--- src/verilog/hps_pkg.sv ---
// Purpose: Constants for the hot-plug slot status register bank
// Assumes: Register indices are word addresses; byte address is four times the index
// Notes: Shared by the design and the bench
`default_nettype none
package hps_pkg;
    // Register indices (word addresses on the bus)
    localparam logic [7:0] IDX_SLOT_CTRL = 8'h58;
    localparam logic [7:0] IDX_SLOT_STATUS = 8'h5a;
    localparam logic [7:0] IDX_DEV_CAP2 = 8'h64;
    localparam logic [7:0] IDX_DEV_CTL2 = 8'h68;
    localparam logic [7:0] IDX_DEV_STS2 = 8'h6a;
    localparam logic [7:0] IDX_LINK_CAP2 = 8'h6c;
    localparam logic [7:0] IDX_IRQ_MASK = 8'h80;
    // Slot status bit positions
    localparam int BIT_BUTTON = 0;
    localparam int BIT_PFAULT = 1;
    localparam int BIT_LATCH_CHG = 2;
    localparam int BIT_PRES_CHG = 3;
    localparam int BIT_CMD_DONE = 4;
    localparam int BIT_LATCH_ST = 5;
    localparam int BIT_PRES_ST = 6;
    localparam int BIT_LOCK_ST = 7;
    localparam int BIT_LINK_CHG = 8;
    localparam int STATUS_W = 9;
    // Sticky event bits of slot status and of the mask
    localparam logic [8:0] EVT_BITS = 9'h11f;
    // Slot control: presence change interrupt enable, writable field width
    localparam int CTL_PRES_IRQ_EN = 3;
    localparam int CTL_W = 13;
    localparam logic [12:0] CTL_RST = 13'h0;
    // Synchronised pins: button, fault, latch, presence, interlock, expander done
    localparam int PIN_W = 6;
    localparam int PIN_BUTTON = 0;
    localparam int PIN_PFAULT = 1;
    localparam int PIN_LATCH = 2;
    localparam int PIN_PRES = 3;
    localparam int PIN_LOCK = 4;
    localparam int PIN_DONE = 5;
    // Presence reads one out of reset
    localparam logic [5:0] PIN_RST = 6'h08;
    localparam logic [8:0] FLAGS_RST = 9'h000;
    localparam logic [8:0] MASK_RST = 9'h000;
endpackage
`default_nettype wire

--- src/verilog/hps_top.sv ---
// Purpose: Hot-plug slot status register bank of one switch port
// Assumes: Avalon-MM slave, word addressed, one wait state per access; a control write also waits while a command is busy or done is high
// Notes: Rules carried by this bank follow
//
// Implementation choice: the Avalon-MM slave port.
`timescale 1ns/10ps
`default_nettype none

module hps_top
(
    input wire logic SYS_CLK,
    input wire logic RESET,
    input wire logic [7:0] AVS_ADDRESS,
    input wire logic AVS_READ,
    input wire logic AVS_WRITE,
    input wire logic [31:0] AVS_WRITEDATA,
    input wire logic [3:0] AVS_BYTEENABLE,
    output logic [31:0] AVS_READDATA,
    output logic AVS_WAITREQUEST,
    input wire logic ATTN_BUTTON,
    input wire logic POWER_FAULT,
    input wire logic LATCH_OPEN,
    input wire logic CARD_PRESENT,
    input wire logic INTERLOCK_ENGAGED,
    input wire logic LINK_ACTIVE,
    input wire logic EXP_DONE,
    output logic EXP_REQ,
    output logic [15:0] SLOT_CTRL,
    output logic HP_IRQ
);

    ////////////////////////////////////////////////////////////////////////
    // Functions

    // Byte enables widened to a bit mask
    function automatic logic [31:0] f_be_mask(input logic [3:0] be);
        logic [31:0] m;
        m = 32'h0;
        for (int i = 0; i < 4; i++)
        begin
            m[i*8 +: 8] = {8{be[i]}};
        end
        return m;
    endfunction

    // Slot status word as software reads it
    function automatic logic [15:0] f_status(input logic [8:0] flags, input logic [5:0] pins);
        logic [15:0] s;
        s = 16'h0;
        s[hps_pkg::BIT_BUTTON] = flags[hps_pkg::BIT_BUTTON];
        s[hps_pkg::BIT_PFAULT] = flags[hps_pkg::BIT_PFAULT];
        s[hps_pkg::BIT_LATCH_CHG] = flags[hps_pkg::BIT_LATCH_CHG];
        s[hps_pkg::BIT_PRES_CHG] = flags[hps_pkg::BIT_PRES_CHG];
        s[hps_pkg::BIT_CMD_DONE] = flags[hps_pkg::BIT_CMD_DONE];
        s[hps_pkg::BIT_LATCH_ST] = pins[hps_pkg::PIN_LATCH];
        s[hps_pkg::BIT_PRES_ST] = pins[hps_pkg::PIN_PRES];
        s[hps_pkg::BIT_LOCK_ST] = pins[hps_pkg::PIN_LOCK];
        s[hps_pkg::BIT_LINK_CHG] = flags[hps_pkg::BIT_LINK_CHG];
        return s;
    endfunction

    ////////////////////////////////////////////////////////////////////////
    // Declarations

    logic [5:0] pin_in;
    logic [5:0] meta_q;
    logic [5:0] meta_d;
    logic [5:0] sync_q;
    logic [5:0] sync_d;
    logic [5:0] prev_q;
    logic [5:0] prev_d;
    logic link_prev_q;
    logic link_prev_d;
    logic [8:0] evt_set;
    logic [8:0] evt_clr;
    logic [8:0] flags_q;
    logic [8:0] flags_d;
    logic [8:0] mask_q;
    logic [8:0] mask_d;
    logic [12:0] ctl_q;
    logic [12:0] ctl_d;
    logic busy_q;
    logic busy_d;
    logic req_q;
    logic req_d;
    logic cmd_done;
    logic cmd_blocked;
    logic waitreq_q;
    logic waitreq_d;
    logic [31:0] rdata_q;
    logic [31:0] rdata_d;
    logic [31:0] rd_word;
    logic [31:0] wr_mask;
    logic accept;
    logic wr_go;
    logic irq_q;
    logic irq_d;
    logic [8:0] irq_gate;

    assign pin_in = {EXP_DONE, INTERLOCK_ENGAGED, CARD_PRESENT, LATCH_OPEN, POWER_FAULT, ATTN_BUTTON};

    ////////////////////////////////////////////////////////////////////////
    // Pin synchronisers and edge memory

    always_comb
    begin
        meta_d = pin_in;
        sync_d = meta_q;
        prev_d = sync_q;
        link_prev_d = LINK_ACTIVE;
    end

    always_ff @(posedge SYS_CLK or posedge RESET)
    begin
        if (RESET)
        begin
            meta_q <= hps_pkg::PIN_RST;
            sync_q <= hps_pkg::PIN_RST;
            prev_q <= hps_pkg::PIN_RST;
            link_prev_q <= 1'b0;
        end
        else
        begin
            meta_q <= meta_d;
            sync_q <= sync_d;
            prev_q <= prev_d;
            link_prev_q <= link_prev_d;
        end
    end

    ////////////////////////////////////////////////////////////////////////
    // Bus acceptance

    always_comb
    begin
        wr_mask = f_be_mask(AVS_BYTEENABLE);
        cmd_blocked = busy_q || sync_q[hps_pkg::PIN_DONE];
        // A control write waits while a command is busy or the synchronised done is high
        accept = (AVS_READ || AVS_WRITE) && waitreq_q
            && !(AVS_WRITE && (AVS_ADDRESS == hps_pkg::IDX_SLOT_CTRL) && cmd_blocked);
        wr_go = AVS_WRITE && !waitreq_q;
        case (AVS_ADDRESS)
            hps_pkg::IDX_SLOT_STATUS:
            begin
                rd_word = {16'h0, f_status(flags_q, sync_q)};
            end
            hps_pkg::IDX_SLOT_CTRL:
            begin
                rd_word = {19'h0, ctl_q};
            end
            hps_pkg::IDX_IRQ_MASK:
            begin
                rd_word = {23'h0, mask_q};
            end
            default:
            begin
                rd_word = 32'h0;
            end
        endcase
        waitreq_d = !accept;
        rdata_d = (accept && AVS_READ) ? rd_word : rdata_q;
    end

    always_ff @(posedge SYS_CLK or posedge RESET)
    begin
        if (RESET)
        begin
            waitreq_q <= 1'b1;
            rdata_q <= 32'h0;
        end
        else
        begin
            waitreq_q <= waitreq_d;
            rdata_q <= rdata_d;
        end
    end

    ////////////////////////////////////////////////////////////////////////
    // Slot control command and expander handshake

    always_comb
    begin
        ctl_d = ctl_q;
        busy_d = busy_q;
        req_d = req_q;
        cmd_done = busy_q && sync_q[hps_pkg::PIN_DONE];
        if (cmd_done)
        begin
            busy_d = 1'b0;
            req_d = 1'b0;
        end
        if (wr_go && (AVS_ADDRESS == hps_pkg::IDX_SLOT_CTRL))
        begin
            // The whole write, any fields, starts a single command
            ctl_d = (ctl_q & ~wr_mask[12:0]) | (AVS_WRITEDATA[12:0] & wr_mask[12:0]);
            busy_d = 1'b1;
            req_d = 1'b1;
        end
    end

    always_ff @(posedge SYS_CLK or posedge RESET)
    begin
        if (RESET)
        begin
            ctl_q <= hps_pkg::CTL_RST;
            busy_q <= 1'b0;
            req_q <= 1'b0;
        end
        else
        begin
            ctl_q <= ctl_d;
            busy_q <= busy_d;
            req_q <= req_d;
        end
    end

    ////////////////////////////////////////////////////////////////////////
    // Sticky event flags and mask

    always_comb
    begin
        evt_set = 9'h0;
        evt_set[hps_pkg::BIT_BUTTON] = sync_q[hps_pkg::PIN_BUTTON] && !prev_q[hps_pkg::PIN_BUTTON];
        evt_set[hps_pkg::BIT_PFAULT] = sync_q[hps_pkg::PIN_PFAULT] && !prev_q[hps_pkg::PIN_PFAULT];
        evt_set[hps_pkg::BIT_LATCH_CHG] = sync_q[hps_pkg::PIN_LATCH] ^ prev_q[hps_pkg::PIN_LATCH];
        evt_set[hps_pkg::BIT_PRES_CHG] = sync_q[hps_pkg::PIN_PRES] ^ prev_q[hps_pkg::PIN_PRES];
        evt_set[hps_pkg::BIT_CMD_DONE] = cmd_done;
        evt_set[hps_pkg::BIT_LINK_CHG] = LINK_ACTIVE ^ link_prev_q;
        evt_clr = 9'h0;
        mask_d = mask_q;
        if (wr_go && (AVS_ADDRESS == hps_pkg::IDX_SLOT_STATUS))
        begin
            // Writing one clears, zero leaves the bit alone
            evt_clr = AVS_WRITEDATA[8:0] & wr_mask[8:0] & hps_pkg::EVT_BITS;
        end
        if (wr_go && (AVS_ADDRESS == hps_pkg::IDX_IRQ_MASK))
        begin
            mask_d = ((mask_q & ~wr_mask[8:0]) | (AVS_WRITEDATA[8:0] & wr_mask[8:0])) & hps_pkg::EVT_BITS;
        end
        // A new event in the clearing cycle survives
        flags_d = (flags_q & ~evt_clr) | evt_set;
    end

    always_ff @(posedge SYS_CLK or posedge RESET)
    begin
        if (RESET)
        begin
            flags_q <= hps_pkg::FLAGS_RST;
            mask_q <= hps_pkg::MASK_RST;
        end
        else
        begin
            flags_q <= flags_d;
            mask_q <= mask_d;
        end
    end

    ////////////////////////////////////////////////////////////////////////
    // Interrupt

    always_comb
    begin
        irq_gate = mask_q;
        irq_gate[hps_pkg::BIT_PRES_CHG] = mask_q[hps_pkg::BIT_PRES_CHG]
            && ctl_q[hps_pkg::CTL_PRES_IRQ_EN];
        irq_d = |(flags_q & irq_gate);
    end

    always_ff @(posedge SYS_CLK or posedge RESET)
    begin
        if (RESET)
        begin
            irq_q <= 1'b0;
        end
        else
        begin
            irq_q <= irq_d;
        end
    end

    ////////////////////////////////////////////////////////////////////////
    // Outputs

    assign AVS_READDATA = rdata_q;
    assign AVS_WAITREQUEST = waitreq_q;
    assign EXP_REQ = req_q;
    assign SLOT_CTRL = {3'h0, ctl_q};
    assign HP_IRQ = irq_q;

endmodule // hps_top

`default_nettype wire

--- config.mk ---
export PLATFORM = sky130hd
export DESIGN_NAME = hps_top
export DESIGN_NICKNAME = d
export VERILOG_FILES = /design/src/verilog/hps_pkg.sv /design/src/verilog/hps_top.sv
export SDC_FILE = /design/constraint.sdc
export NUM_CORES = 1
export LEC_CHECK = 0
export BUFFER_PORTS_ARGS = -buffer_cell sky130_fd_sc_hd__buf_2
export CAP_MARGIN = 20
export CELL_PAD_IN_SITES_DETAIL_PLACEMENT = 1
export CELL_PAD_IN_SITES_GLOBAL_PLACEMENT = 1
export CORE_UTILIZATION = 36
export DETAILED_ROUTE_END_ITERATION = 8
export PLACE_DENSITY = 0.82
export SYNTH_ARGS = -nofsm -noshare
export SYNTH_HDL_FRONTEND = slang
export SYNTH_SLANG_ARGS = --single-unit
--- constraint.sdc ---
create_clock -name SYS_CLK -period 1.95 [get_ports SYS_CLK]
set_input_delay 0.39 -clock SYS_CLK [delete_from_list [all_inputs] [get_ports SYS_CLK]]
set_output_delay 0.39 -clock SYS_CLK [all_outputs]
set_load 0.01 [all_outputs]
==> flow_summary_export.csv <==
group,metric,value,unit
status,status,"finished clean",
synth,synthFlopType,"dfrtp_1",
global_route,grt_pass1_vias,1842,
sta,max_freq,601.1,MHz
sta,finalCritPeriodShare,85.32,%
sta,clock-skew-final,0.008895,ns
sta,rsz0062_at_grt,"false",
die,coreArea,6832,sq um
global_route,grt_use_total,16.76,%
worst_setup_path,critical_path_class,"reg -> reg",
sta,maxSlewViolCount,0,
clock_network,cts_buffers,9,
placed_design,portBuffers,62,
hold_path,hp-class,"in -> async",
detailed_routing,first_iter_violations,51,
sta,post-route-min-period,1.664,ns
detailed_routing,avgRoutedWirePerCell,15.01,um
clock_network,ctsLongestPathBuffers,2,
placed_design,routabilityCongestion,0.8880,
finish,areaGrowthSynthToFinish,22.93,%
synth,async_flop_share,100.0,%
clock_network,cts_setup_buffers,0,
pwr,peakVddDrop,392.5,uV
job,maxCapViolations,0,
die,row_count,30,
clock_network,cts_hold_buf,0,
worst_setup_path,cp-start-kind,"flop",
clock_network,cts-resized-gates,0,
global_route,grt_max_degree,59,
detailed_routing,wirelength,5749,um
finish,instances_no_fill,383,
die,ioPinCount,106,
finish,drive_gt1_share,41.81,%
detailed_routing,firstDrtPassIters,5,
placed_design,dp.cells,368,
global_route,overflow,0,
synth,synth-seq-cells,58,
synth,avgSynthCellArea,12.37,sq um
clock_network,cts.root.buffer_cell,"clkbuf_8",
detailed_routing,avgViaCountPerCell,4.658,
sta,hold_viol,0,
clock_network,clkLatencyLatePin,0.33,ns
sta,setup_ws,0.2863,ns
finish,design_area,3133,sq um
clock_network,h-tree-depth,3,
detailed_routing,route.detailed.drc,0,
die,die_width,86.14,um
synth,ys_seq_area_share,57.14,%
clock_network,clkSinkCount,58,
pwr,power.leakage,1.584,nW
detailed_routing,antenna_left,0,
clock_network,cts_tree,"built",
synth,synthCells,206,
placed_design,post-place-ws,-0.02329,ns
synth,synth.distinct_cells,43,
die,die_h,86.14,um
global_route,antenna_found_initial,0,
clock_network,path_clk_slew,0.06,ns
worst_setup_path,cp_data_required_time,2.17,ns
pwr,p_per_area,803.1,nW/um^2
finish,final_nets,338,
pwr,total_power,2.516,mW
sta,setup_viol,0,
placed_design,dpl.hpwl,4317,um
worst_setup_path,arrival,1.88,ns
finish,diodes,0,
die,dieArea,7420,sq um
die,initial_core_util,37.31,%
worst_setup_path,cp_max_fo,8,
synth,synth_edf_count,0,
placed_design,dpl-instance-area,2948,sq um
synth,ys.warnings.count,0,
synth,syn_area,2549,sq um
detailed_routing,vias,1784,
worst_setup_path,endpoint_kind,"flop",
finish,final_core_util,45.86,%
global_route,grt_pass1_wl,9239,um
-- where the power goes --
group	switching [mW]	leakage [nW]	internal (mW)	total [mW]
combinational	0.122	0.754	0.0754	0.197
sequential	0.0179	0.734	1.24	1.26
clock	0.448	0.0962	0.614	1.06
total	0.588	1.58	1.93	2.52
-- worst max-delay path, cell delays in order, from the launching register on --
cell	delay [ns]
dfstp_2	0.38
and2b_1	0.33
nand4b_4	0.14
nor3_2	0.12
buf_4	0.22
mux2_2	0.36
-- cell type report --
cell class	count	area [sq um]
Clock inverter	3	40.04
Multi-Input combinational cell	136	947.2
Sequential cell	58	1456
Fill cell	785	3699
Tap cell	96	120.1
Timing Repair Buffer	73	405.4
Inverter	5	18.77
Clock buffer	12	145.1
-- path summary, 6_finish.rpt --
kind / from / to / slack, ns / depth (start not counted)
setup / recovery: AVS_WAITREQUEST / flop / 0.29 / 5
hold / removal: RESET / meta_q[1] / 0.10 / 3
setup reg to reg: AVS_WAITREQUEST / flop / 0.29 / 5
hold reg to reg: meta_q[2] / prev_d[2] / 0.35 / 0
max in group asynchronous: RESET / AVS_WAITREQUEST / 1.54 / 3
min in group SYS_CLK: CARD_PRESENT / meta_q[3] / 0.16 / 1
-- placed cells by master, fill, tap and decap left out, types with 3 or more instances in the layout --
master,count
buf_4,10
mux2_2,19
a22o_1,3
inv_1,4
nor3_2,3
o31ai_1,3
dfrtp_1,54
nand3_1,3
o21ai_0,12
clkbuf_8,10
mux2i_1,7
a2bb2oi_1,4
dfstp_2,4
nand2_1,26
buf_2,62
conb_1,22
nand2b_1,4
-- cell families after synthesis --
kind of cell | Yosys count | synth area share, %
compound gates | 33 | 9.573
flops | 58 | 57.14
mux | 26 | 11.14
xor+xnor | 3 | 1.031
other cells | 1 | 0.1471
simple gates | 52 | 12.17
buf+inv | 33 | 8.787
-- Yosys cell counts (3+ instances only) --
master     count  area share (%)
dfstp_2        4             4.1
mux2_2        19             8.4
a2bb2oi_1      4             1.4
nand2_1       26             3.8
buf_4         22             6.5
nor3_2         3             1.2
a22o_1         3             1.0
o21ai_0       12             2.4
dfrtp_1       54              53
nand3_1        3            0.59
o31ai_1        3            0.88
nand2b_1       4            0.98
inv_1          5            0.74
mux2i_1        7             2.7
-- routing by layer --
metal	vias up	global-route usage (%)	wire [um]
met5	-	0	0
met4	0	6.818	87
met3	8	3.561	255
met2	54	29.22	2959
met1	895	20.12	2448
li1	827	-	-
-- stage by stage --
| stage | TNS, ns | hold WS (ns) |
|---|---|---|
| final | 0 | 0.1025 |
| after global routing | 0 | 0.1360 |
| after CTS | 0 | 0.1126 |
| after detailed placement | -0.03564 | 0.3356 |
| after global placement | 0 | 0.3326 |
| after floorplan | 0 | 0.3312 |
Power figures use the tool's default switching activity.
